<file path="src/gpio_bank_pkg.sv">
/*
 * Shared constants for the 32-pin bank: register byte offsets, reset values,
 * idle behaviour codes and power states.
 * Assumes APB with 32-bit data and an 8-bit byte address.
 */
package gpio_bank_pkg;
	localparam int NPIN = 32;
	localparam int AW   = 8;
	localparam int DBTW = 8;

	localparam logic [AW-1:0] OFF_SYS     = 8'h00;
	localparam logic [AW-1:0] OFF_CTRL    = 8'h04;
	localparam logic [AW-1:0] OFF_OE      = 8'h08;
	localparam logic [AW-1:0] OFF_DIN     = 8'h0C;
	localparam logic [AW-1:0] OFF_OUT     = 8'h10;
	localparam logic [AW-1:0] OFF_IEN1    = 8'h1C;
	localparam logic [AW-1:0] OFF_IEN2    = 8'h28;
	localparam logic [AW-1:0] OFF_WEN     = 8'h34;
	localparam logic [AW-1:0] OFF_ST1     = 8'h40;
	localparam logic [AW-1:0] OFF_ST2     = 8'h44;
	localparam logic [AW-1:0] OFF_RISE    = 8'h48;
	localparam logic [AW-1:0] OFF_FALL    = 8'h4C;
	localparam logic [AW-1:0] OFF_LOW     = 8'h50;
	localparam logic [AW-1:0] OFF_HIGH    = 8'h54;
	localparam logic [AW-1:0] OFF_DBEN    = 8'h58;
	localparam logic [AW-1:0] OFF_DBT     = 8'h5C;
	localparam logic [AW-1:0] OFF_STAT    = 8'h60;
	// set-and-clear aliases sit at base + 4 (clear) and base + 8 (set)
	localparam logic [AW-1:0] OFF_CLR_INC = 8'h04;
	localparam logic [AW-1:0] OFF_SET_INC = 8'h08;

	localparam int SYS_SRST_BIT = 1;
	localparam int SYS_IDLE_LSB = 3;
	localparam int CTRL_DIS_BIT = 0;

	localparam logic [31:0]     RST_WORD = 32'h0000_0000;
	localparam logic [DBTW-1:0] RST_DBT  = 8'h00;
	localparam logic [1:0]      RST_IDLE = 2'h2;

	typedef enum logic [1:0] {
		IDLE_FORCE = 2'b00,
		IDLE_NONE  = 2'b01,
		IDLE_SMART = 2'b10,
		IDLE_SMRT2 = 2'b11
	} idle_t;

	typedef enum logic {
		PWR_ACTIVE = 1'b0,
		PWR_IDLE   = 1'b1
	} pwr_t;
endpackage : gpio_bank_pkg
</file>
<file path="src/debounce_cell.sv">
/*
 * Per-pin debounce filter advanced by ticks of the slow debounce clock.
 * Assumes raw inputs already synchronised and tick a one-cycle pulse.
 */
module debounce_cell
	import gpio_bank_pkg::*;
(
	input  wire logic            clk,
	input  wire logic            rst_n,
	input  wire logic            tick,
	input  wire logic [NPIN-1:0] raw,
	input  wire logic [NPIN-1:0] en,
	input  wire logic [DBTW-1:0] dtime,
	output logic      [NPIN-1:0] filt
);
	logic [NPIN-1:0] stable_r;
	logic [NPIN-1:0] stable_nxt;
	logic [DBTW-1:0] cnt_r   [NPIN];
	logic [DBTW-1:0] cnt_nxt [NPIN];
	logic [DBTW-1:0] time_r;
	logic [DBTW-1:0] time_nxt;

	always_comb
	begin
		// time setting crosses over only on a tick, one value for all pins
		time_nxt = tick ? dtime : time_r;
		for (int i = 0; i < NPIN; i++)
		begin
			stable_nxt[i] = stable_r[i];
			cnt_nxt[i] = cnt_r[i];
			if (!en[i])
			begin
				stable_nxt[i] = raw[i];
				cnt_nxt[i] = RST_DBT;
			end
			else if (tick)
			begin
				if (raw[i] == stable_r[i])
					cnt_nxt[i] = RST_DBT;
				else if (cnt_r[i] >= time_r)
				begin
					stable_nxt[i] = raw[i];
					cnt_nxt[i] = RST_DBT;
				end
				else
					cnt_nxt[i] = cnt_r[i] + 8'h01;
			end
		end
	end

	always_ff @(posedge clk)
	begin
		if (!rst_n)
		begin
			stable_r <= RST_WORD;
			time_r <= RST_DBT;
			for (int i = 0; i < NPIN; i++)
				cnt_r[i] <= RST_DBT;
		end
		else
		begin
			stable_r <= stable_nxt;
			time_r <= time_nxt;
			for (int i = 0; i < NPIN; i++)
				cnt_r[i] <= cnt_nxt[i];
		end
	end

	assign filt = stable_r;
endmodule : debounce_cell

</file>
<file path="src/gpio_bank.sv">
/*
 * 32-pin GPIO bank: APB registers, output drive, input capture with
 * debounce, two interrupt generators and an idle wake-up request.
 * Assumes idle request comes from logic on SYS_CLK; pins and the slow
 * debounce clock are asynchronous and are synchronised here.
 */
// Added by the designer: the APB register port and the register offsets.
module gpio_bank
	import gpio_bank_pkg::*;
(
	input  wire logic            SYS_CLK,
	input  wire logic            RSTN,
	input  wire logic            PSEL,
	input  wire logic            PENABLE,
	input  wire logic            PWRITE,
	input  wire logic [AW-1:0]   PADDR,
	input  wire logic [31:0]     PWDATA,
	output logic      [31:0]     PRDATA,
	output logic                 PREADY,
	output logic                 PSLVERR,
	input  wire logic [NPIN-1:0] PAD_IN,
	output logic      [NPIN-1:0] PAD_OUT,
	output logic      [NPIN-1:0] PAD_OE,
	input  wire logic            DBCLK,
	output logic                 IRQ_FIRST,
	output logic                 IRQ_SECOND,
	input  wire logic            IDLE_REQ,
	output logic                 IDLE_ACK,
	output logic                 WAKE_REQ
);
	logic [NPIN-1:0] pin_s1_r, pin_s2_r, din_r, prev_r, filt, up, dn, ev, wk_ev;
	logic            dbc_s1_r, dbc_s2_r, dbc_s3_r, srst_r, srst_nxt, rst_all;
	logic [1:0]      idle_r, idle_nxt;
	logic            dis_r, dis_nxt, done_r, dbt_pend_r, dbt_pend_nxt;
	logic [NPIN-1:0] oe_r, oe_nxt, out_r, out_nxt, ien1_r, ien1_nxt, ien2_r, ien2_nxt;
	logic [NPIN-1:0] wen_r, wen_nxt, st1_r, st1_nxt, st2_r, st2_nxt, dben_r, dben_nxt;
	logic [NPIN-1:0] rise_r, rise_nxt, fall_r, fall_nxt, low_r, low_nxt, high_r, high_nxt;
	logic [DBTW-1:0] dbt_r, dbt_nxt;
	logic [31:0]     prdata_r, prdata_nxt;
	logic            pready_r, pready_nxt, pslverr_r, pslverr_nxt;
	logic            irq1_r, irq1_nxt, irq2_r, irq2_nxt, wake_r, wake_nxt, ack_r;
	pwr_t            pwr_r, pwr_nxt;
	logic            acc, wr, tick, live, idle_ok;

	// updates a set/clear register from whichever of its three words is hit
	function automatic logic [31:0] sc_write(input logic [31:0] cur,
		input logic [AW-1:0] a, input logic [AW-1:0] base, input logic [31:0] wd);
		if (a == base)
			return wd;
		if (a == base + OFF_CLR_INC)
			return cur & ~wd;
		if (a == base + OFF_SET_INC)
			return cur | wd;
		return cur;
	endfunction : sc_write

	// pins and slow clock are foreign: two flops before any use
	always_ff @(posedge SYS_CLK)
	begin
		if (!RSTN)
		begin
			pin_s1_r <= RST_WORD;
			pin_s2_r <= RST_WORD;
			dbc_s1_r <= 1'b0;
			dbc_s2_r <= 1'b0;
			dbc_s3_r <= 1'b0;
		end
		else
		begin
			pin_s1_r <= PAD_IN;
			pin_s2_r <= pin_s1_r;
			dbc_s1_r <= DBCLK;
			dbc_s2_r <= dbc_s1_r;
			dbc_s3_r <= dbc_s2_r;
		end
	end

	// disable gates the slow clock path but not the bus
	assign tick = dbc_s2_r & ~dbc_s3_r & ~dis_r;
	assign rst_all = !RSTN || srst_r;

	debounce_cell u_debounce (
		.clk   (SYS_CLK),
		.rst_n (!rst_all),
		.tick  (tick),
		.raw   (pin_s2_r),
		.en    (dben_r),
		.dtime (dbt_r),
		.filt  (filt)
	);

	assign acc = PSEL && PENABLE;
	assign wr = acc && pready_r && PWRITE;
	assign up = filt & ~prev_r;
	assign dn = ~filt & prev_r;
	assign ev = (up & rise_r) | (dn & fall_r) | (~filt & low_r) | (filt & high_r);
	assign wk_ev = ((up & rise_r) | (dn & fall_r)) & wen_r;
	assign live = !dis_r && (pwr_r == PWR_ACTIVE);

	always_comb
	begin
		srst_nxt = wr && (PADDR == OFF_SYS) && PWDATA[SYS_SRST_BIT];
		idle_nxt = idle_r;
		dis_nxt = dis_r;
		oe_nxt = oe_r;
		rise_nxt = rise_r;
		fall_nxt = fall_r;
		low_nxt = low_r;
		high_nxt = high_r;
		dben_nxt = dben_r;
		dbt_nxt = dbt_r;
		dbt_pend_nxt = dbt_pend_r && !tick;
		out_nxt = out_r;
		ien1_nxt = ien1_r;
		ien2_nxt = ien2_r;
		wen_nxt = wen_r;
		st1_nxt = st1_r;
		st2_nxt = st2_r;
		if (wr)
		begin
			out_nxt = sc_write(out_r, PADDR, OFF_OUT, PWDATA);
			ien1_nxt = sc_write(ien1_r, PADDR, OFF_IEN1, PWDATA);
			ien2_nxt = sc_write(ien2_r, PADDR, OFF_IEN2, PWDATA);
			wen_nxt = sc_write(wen_r, PADDR, OFF_WEN, PWDATA);
			unique case (PADDR)
				OFF_SYS:  idle_nxt = PWDATA[SYS_IDLE_LSB +: 2];
				OFF_CTRL: dis_nxt = PWDATA[CTRL_DIS_BIT];
				OFF_OE:   oe_nxt = PWDATA;
				OFF_ST1:  st1_nxt = st1_r & ~PWDATA;
				OFF_ST2:  st2_nxt = st2_r & ~PWDATA;
				OFF_RISE: rise_nxt = PWDATA;
				OFF_FALL: fall_nxt = PWDATA;
				OFF_LOW:  low_nxt = PWDATA;
				OFF_HIGH: high_nxt = PWDATA;
				OFF_DBEN: dben_nxt = PWDATA;
				OFF_DBT:
				begin
					dbt_nxt = PWDATA[DBTW-1:0];
					dbt_pend_nxt = 1'b1;
				end
				default: ;
			endcase
		end
		// a new event outranks a clear written in the same cycle
		if (live)
		begin
			st1_nxt = st1_nxt | (ev & ien1_r);
			st2_nxt = st2_nxt | (ev & ien2_r);
		end
		irq1_nxt = |st1_nxt;
		irq2_nxt = |st2_nxt;
	end

	// answer one cycle into the access phase, with data already latched
	always_comb
	begin
		pready_nxt = acc && !pready_r;
		prdata_nxt = prdata_r;
		pslverr_nxt = 1'b0;
		if (acc && !pready_r)
		begin
			pslverr_nxt = !((PADDR[1:0] == 2'h0) && (PADDR <= OFF_STAT));
			unique case (PADDR)
				OFF_SYS:  prdata_nxt = {27'h0, idle_r, 1'b0, srst_r, 1'b0};
				OFF_CTRL: prdata_nxt = {31'h0, dis_r};
				OFF_OE:   prdata_nxt = oe_r;
				OFF_DIN:  prdata_nxt = din_r;
				OFF_ST1:  prdata_nxt = st1_r;
				OFF_ST2:  prdata_nxt = st2_r;
				OFF_RISE: prdata_nxt = rise_r;
				OFF_FALL: prdata_nxt = fall_r;
				OFF_LOW:  prdata_nxt = low_r;
				OFF_HIGH: prdata_nxt = high_r;
				OFF_DBEN: prdata_nxt = dben_r;
				OFF_DBT:  prdata_nxt = {24'h0, dbt_r};
				OFF_STAT: prdata_nxt = {31'h0, done_r};
				OFF_OUT, OFF_OUT + OFF_CLR_INC, OFF_OUT + OFF_SET_INC:    prdata_nxt = out_r;
				OFF_IEN1, OFF_IEN1 + OFF_CLR_INC, OFF_IEN1 + OFF_SET_INC: prdata_nxt = ien1_r;
				OFF_IEN2, OFF_IEN2 + OFF_CLR_INC, OFF_IEN2 + OFF_SET_INC: prdata_nxt = ien2_r;
				OFF_WEN, OFF_WEN + OFF_CLR_INC, OFF_WEN + OFF_SET_INC:    prdata_nxt = wen_r;
				default:  prdata_nxt = RST_WORD;
			endcase
		end
	end

	always_comb
	begin
		unique case (idle_t'(idle_r))
			IDLE_FORCE: idle_ok = 1'b1;
			IDLE_NONE:  idle_ok = 1'b0;
			IDLE_SMART, IDLE_SMRT2:
				idle_ok = (st1_r == RST_WORD) && (st2_r == RST_WORD) && !dbt_pend_r;
		endcase
		pwr_nxt = pwr_r;
		unique case (pwr_r)
			PWR_ACTIVE: if (IDLE_REQ && idle_ok) pwr_nxt = PWR_IDLE;
			PWR_IDLE:   if (!IDLE_REQ) pwr_nxt = PWR_ACTIVE;
		endcase
		// wake stays up until the idle request is withdrawn or the bank is disabled
		wake_nxt = (pwr_r == PWR_IDLE) && !dis_r && (wake_r || (|wk_ev));
	end

	always_ff @(posedge SYS_CLK)
	begin
		if (!RSTN)
			srst_r <= 1'b0;
		else
			srst_r <= srst_nxt;
	end

	// pad drivers only; pulls and open drain live in the pad ring
	always_ff @(posedge SYS_CLK)
	begin
		if (rst_all)
		begin
			idle_r <= RST_IDLE;
			dis_r <= 1'b0;
			done_r <= 1'b0;
			oe_r <= RST_WORD;
			out_r <= RST_WORD;
			ien1_r <= RST_WORD;
			ien2_r <= RST_WORD;
			wen_r <= RST_WORD;
			st1_r <= RST_WORD;
			st2_r <= RST_WORD;
			rise_r <= RST_WORD;
			fall_r <= RST_WORD;
			low_r <= RST_WORD;
			high_r <= RST_WORD;
			dben_r <= RST_WORD;
			din_r <= RST_WORD;
			prev_r <= RST_WORD;
			dbt_r <= RST_DBT;
			dbt_pend_r <= 1'b0;
			prdata_r <= RST_WORD;
			pready_r <= 1'b0;
			pslverr_r <= 1'b0;
			irq1_r <= 1'b0;
			irq2_r <= 1'b0;
			wake_r <= 1'b0;
			ack_r <= 1'b0;
			pwr_r <= PWR_ACTIVE;
		end
		else
		begin
			idle_r <= idle_nxt;
			dis_r <= dis_nxt;
			done_r <= 1'b1;
			oe_r <= oe_nxt;
			out_r <= out_nxt;
			ien1_r <= ien1_nxt;
			ien2_r <= ien2_nxt;
			wen_r <= wen_nxt;
			st1_r <= st1_nxt;
			st2_r <= st2_nxt;
			rise_r <= rise_nxt;
			fall_r <= fall_nxt;
			low_r <= low_nxt;
			high_r <= high_nxt;
			dben_r <= dben_nxt;
			din_r <= filt;
			prev_r <= filt;
			dbt_r <= dbt_nxt;
			dbt_pend_r <= dbt_pend_nxt;
			prdata_r <= prdata_nxt;
			pready_r <= pready_nxt;
			pslverr_r <= pslverr_nxt;
			irq1_r <= irq1_nxt;
			irq2_r <= irq2_nxt;
			wake_r <= wake_nxt;
			ack_r <= (pwr_nxt == PWR_IDLE);
			pwr_r <= pwr_nxt;
		end
	end

	assign PAD_OE = oe_r;
	assign PAD_OUT = out_r;
	assign PRDATA = prdata_r;
	assign PREADY = pready_r;
	assign PSLVERR = pslverr_r;
	assign IRQ_FIRST = irq1_r;
	assign IRQ_SECOND = irq2_r;
	assign WAKE_REQ = wake_r;
	assign IDLE_ACK = ack_r;
endmodule : gpio_bank

</file>
<file path="config.mk">
export PLATFORM = sky130hd
export DESIGN_NAME = gpio_bank
export DESIGN_NICKNAME = d
export VERILOG_FILES = /design/src/gpio_bank_pkg.sv /design/src/debounce_cell.sv /design/src/gpio_bank.sv
export SDC_FILE = /design/constraint.sdc
export NUM_CORES = 2
export LEC_CHECK = 0
export BUFFER_PORTS_ARGS = -buffer_cell sky130_fd_sc_hd__buf_2
export CAP_MARGIN = 40
export CORE_MARGIN = 4
export CORE_UTILIZATION = 35
export CTS_BUF_LIST = sky130_fd_sc_hd__clkbuf_2 sky130_fd_sc_hd__clkbuf_4 sky130_fd_sc_hd__clkbuf_8
export CTS_CLUSTER_DIAMETER = 150
export DETAILED_ROUTE_END_ITERATION = 8
export GPL_TIMING_DRIVEN = 0
export HOLD_SLACK_MARGIN = 0.12
export PLACE_DENSITY_LB_ADDON = 0.08
export SETUP_SLACK_MARGIN = 0.2
export SYNTH_ARGS = -nofsm -noshare
export SYNTH_HDL_FRONTEND = slang
export SYNTH_SLANG_ARGS = --single-unit
</file>
<file path="constraint.sdc">
create_clock -name SYS_CLK -period 2.85 [get_ports SYS_CLK]
set_input_delay 0.285 -clock SYS_CLK [delete_from_list [all_inputs] [get_ports SYS_CLK]]
set_output_delay 0.285 -clock SYS_CLK [all_outputs]
set_load 0.05 [all_outputs]
</file>
==> flow_metrics.py <==
metrics = {
    "setup_path": {
        "worstPathMaxFanout": 7,
        "critPathRequiredTime_ps": 3700,
        "path_class": "reg2reg",
        "endpoint_kind": "register",
        "crit_arrival_ps": 3600,
        "worst-r2r-setup-slack_ps": 100,
        "worstReg2RegStart": "dis_r$_SDFFE_PN0P_",
        "cp-start-kind": "register",
        "rr_worst_depth": 9,
        "rr_endpoint": "IRQ_FIRST$_SDFF_PN0_",
    },
    "sta": {
        "slew_viol_final": 0,
        "clock_skew_ps": 64.8,
        "fin_tns_setup_ps": 0,
        "hold_viol_final": 0,
        "fmax_mhz": 363,
        "post-route-min-period_ps": 2750,
        "rsz0062_at_grt": "true",
        "fin_crit_sh_pct": 96.6,
        "worst_pin_slew_ps": 1270,
        "slew_headroom_pct": 15.4,
        "setup_violations": 0,
    },
    "global_route": {
        "use_met2_pct": 49.5,
        "grt_pass1_vias": 41600,
        "gr-usage-met1_pct": 42.0,
        "grt_usage_pct": 31.8,
        "met3_usage_pct": 5.35,
        "grt_overflow": 0,
        "grt_max_degree": 23,
        "grt_pass1_wl_um": 303000,
        "top_usage_layer": "met2",
        "antenna_found_initial": 10,
    },
    "finish": {
        "nets": 6433,
        "ff_latch_area_um2": 16700,
        "final_area_um2": 53600,
        "final_util_pct": 43.8,
        "multi_input_area_um2": 25600,
        "layout_commonest_cell": "nand2_1",
        "area_growth_syn_to_layout_pct": 23.9,
        "layout_common_cells": "nand2_1 (1101), dfxtp_1 (819), a21oi_1 (414), nor2_1 (385), ha_1 (282)",
        "drive_above_1_share_pct": 14.7,
        "nFillCells": 12400,
    },
    "hold_path": {
        "hold_end": "pin_s1_r[21]$_SDFF_PN0_",
        "worstHoldPathType": "in2reg",
        "min-delay-start": "PAD_IN[21]",
        "holdPathStages": 3,
    },
    "synthesis": {
        "synthDistinctLibCells": 73,
        "synth_fa_ha_area_share_pct": 8.33,
        "synthArstFlopShare_pct": 0,
        "muxShareOfSynthArea_pct": 1.16,
        "synthXorXnorAreaFrac_pct": 0.669,
        "syn_avg_cell_area_um2": 7.92,
        "synth-compound-area-share_pct": 22.8,
        "synth.net_count": 5827,
        "ys_seq_area_share_pct": 38.5,
        "synth_top_family_by_area": "simple AND/OR/NAND/NOR gates",
        "ys_ff_latch": 831,
        "netlist_instances": 5460,
        "synth_simple_gate_area_share_pct": 24.8,
        "netlist_area_um2": 43200,
        "synth_edf_count": 0,
        "ys_warn_count": 0,
        "ys.flop_type": "dfxtp_1",
    },
    "floorplan": {
        "rows": 128,
        "die_w_um": 359,
        "initial_utilization_pct": 35.4,
        "fp.dieArea_um2": 129000,
        "ios": 181,
        "die_y_um": 359,
        "coreArea_um2": 122000,
    },
    "outcome": {
        "status": "finished clean",
    },
    "power": {
        "swShare_pct": 26.2,
        "p_per_area_nw_per_um2": 492,
        "intPower_mw": 19.4,
        "clkPwrFrac_pct": 49.8,
        "power_frac_comb_pct": 5.4,
        "sequentialPowerShare_pct": 44.7,
        "switchingPower_mw": 6.91,
        "ir_drop_v": 0.000504,
        "power_mw": 26.3,
        "total_leakage_power_nw": 18.7,
    },
    "detailed_routing": {
        "wl_per_cell_um": 27.7,
        "drcViolationCount": 0,
        "wl_um": 216000,
        "routed_via_density": 5.86,
        "drt-pass1-iter-count": 7,
        "vias": 45800,
        "drt_iter0_drc": 5335,
        "drtAntennaViolNets": 0,
    },
    "place": {
        "place_area_um2": 47500,
        "numPortBuffers": 170,
        "gp_congestion": 1.03,
        "hpwl_um": 162000,
    },
    "job": {
        "max-cap-violations": 0,
    },
    "clock_network": {
        "cts_num_sinks": 831,
        "numCtsBuffers": 158,
        "path_clk_slew_ps": 60,
        "h-tree-depth": 4,
        "cts_tree": "yes",
        "cts-root-buf": "clkbuf_8",
        "clk_path_buf_depth": 3,
        "clock_latency_ps": 950,
    },
}
worst max-delay path by stage:
| stage | from | endpoint | slack, ps | depth (start not counted) |
|---|---|---|---|---|
| after floorplan | u_debounce.time_r[6]$_SDFFE_PN0P_ | u_debounce.cnt_r[7][3]$_SDFFE_PP0P_ | 210 | 8 |
| after global placement | PADDR[2] | IRQ_SECOND$_SDFF_PN0_ | -1820 | 11 |
| after detailed placement | PADDR[2] | IRQ_SECOND$_SDFF_PN0_ | -1270 | 12 |
| after CTS | srst_r$_SDFF_PN0_ | ien1_r[27]$_SDFFE_PN0P_ | 170 | 7 |
| after global routing | u_debounce.filt[6]$_SDFFE_PN0P_ | WAKE_REQ$_SDFF_PN0_ | 170 | 7 |
| final | dis_r$_SDFFE_PN0P_ | IRQ_FIRST$_SDFF_PN0_ | 100 | 9 |
cell families (layout without fill, tap and decap cells):
| family | count (synthesis) | after routing |
|---|---|---|
| adders and majority gates | 288 | 288 |
| AOI/OAI and AO/OA | 1501 | 1501 |
| and+or+nand+nor | 2336 | 2336 |
| buffers and inverters | 421 | 1150 |
| DFF | 831 | 831 |
| other | 0 | 1 |
| muxes | 50 | 50 |
| xor gates and xnor gates | 33 | 33 |
Yosys cell counts, drive strengths merged (15+ instances only):
master   instances  area, um2
nand2         1102       4140
dfxtp          831      16600
a21oi          418       2090
nor2           392       1470
clkbuf         301       1130
ha             288       3600
a22oi          260       1950
o21ai          247       1240
nand3          205       1030
a21o           136       1020
and2           128        801
a31oi          106        663
nor3           100        517
inv             78        293
nand2b          73        457
nand3b          63        473
o211ai          55        413
nor4            51        325
mux2i           49        490
a211oi          46        345
or2             45        282
a222oi          44        440
and3            43        269
buf             41        195
nand4           35        219
or3             35        219
a311oi          34        298
a2bb2oi         31        272
a221o           28        280
a221oi          28        245
xnor2           26        228
nand4b          22        193
o21a            18        135
or4             18        135
a22o            15        131
registers in the layout, indices dropped and copies added (netlist names), 8 cells and up:
signal,count
high_r,32
pin_s2_r,32
pin_s1_r,32
st1_r,32
wen_r,32
rise_r,32
PAD_OUT,32
st2_r,32
ien2_r,32
PRDATA,32
low_r,32
u_debounce.filt,32
prev_r,32
ien1_r,32
fall_r,32
dben_r,32
dbt_r,8
PAD_OE,32
u_debounce.time_r,8
u_debounce.cnt_r,256
layout make-up:
cell class / count / area share (%)
Timing Repair Buffer: 444 / 7.28
Sequential cell: 831 / 31.1
Clock inverter: 26 / 0.488
Buffer: 342 / 2.97
Tap cell: 1625 / 3.80
Multi-Input combinational cell: 4208 / 47.7
Clock buffer: 257 / 5.98
Timing Repair inverter: 2 / 0.0280
Inverter: 79 / 0.593
Antenna cell: 1 / 0.00467
power groups by stage:
stage	logic (mW)	clock network, mW	registers, mW
4_1_cts	1.38	13.3	11.8
2_1_floorplan	0.472	0	12.0
6_report	1.43	13.1	11.8
3_3_place_gp	1.15	0	12.0
3_5_place_dp	1.25	0	12.0
5_1_grt	1.46	13.9	11.8
per-stage QoR:
stage	worst slack [ps]	hold WS [ps]	instances
after floorplan	210	412	5460
after global placement	-1820	413	7255
after detailed placement	-1270	417	7363
after CTS	170	123	7781
after global routing	172	181	7815
final	97.0	191	7815
per-layer routing:
layer  wire length [um]  part of all wire (%)  vias up
met1              90500                    42    21900
met2              94300                    44     2345
met3              17300                   8.0      602
met5                  0                     0        -
met4              14100                   6.5        0
li1                   -                     -    20900
critical path, stage by stage (launching register included):
cell and delay (ps):
dfxtp_4 410, or2_2 310, buf_4 160, clkbuf_2 180
buf_6 190, a311oi_1 680, a22oi_1 300, nand4_1 160
nor4_1 60, a21oi_1 220
timing repair:
action	CTS	global route
setup buffers	30	25
endpoints found under the setup margin	535	367
resized for setup	147	164
cloned	2	8
hold endpoints to repair	375	0
pin swaps	14	25
hold buffers	103	0
(Power assumes the default switching activity.)
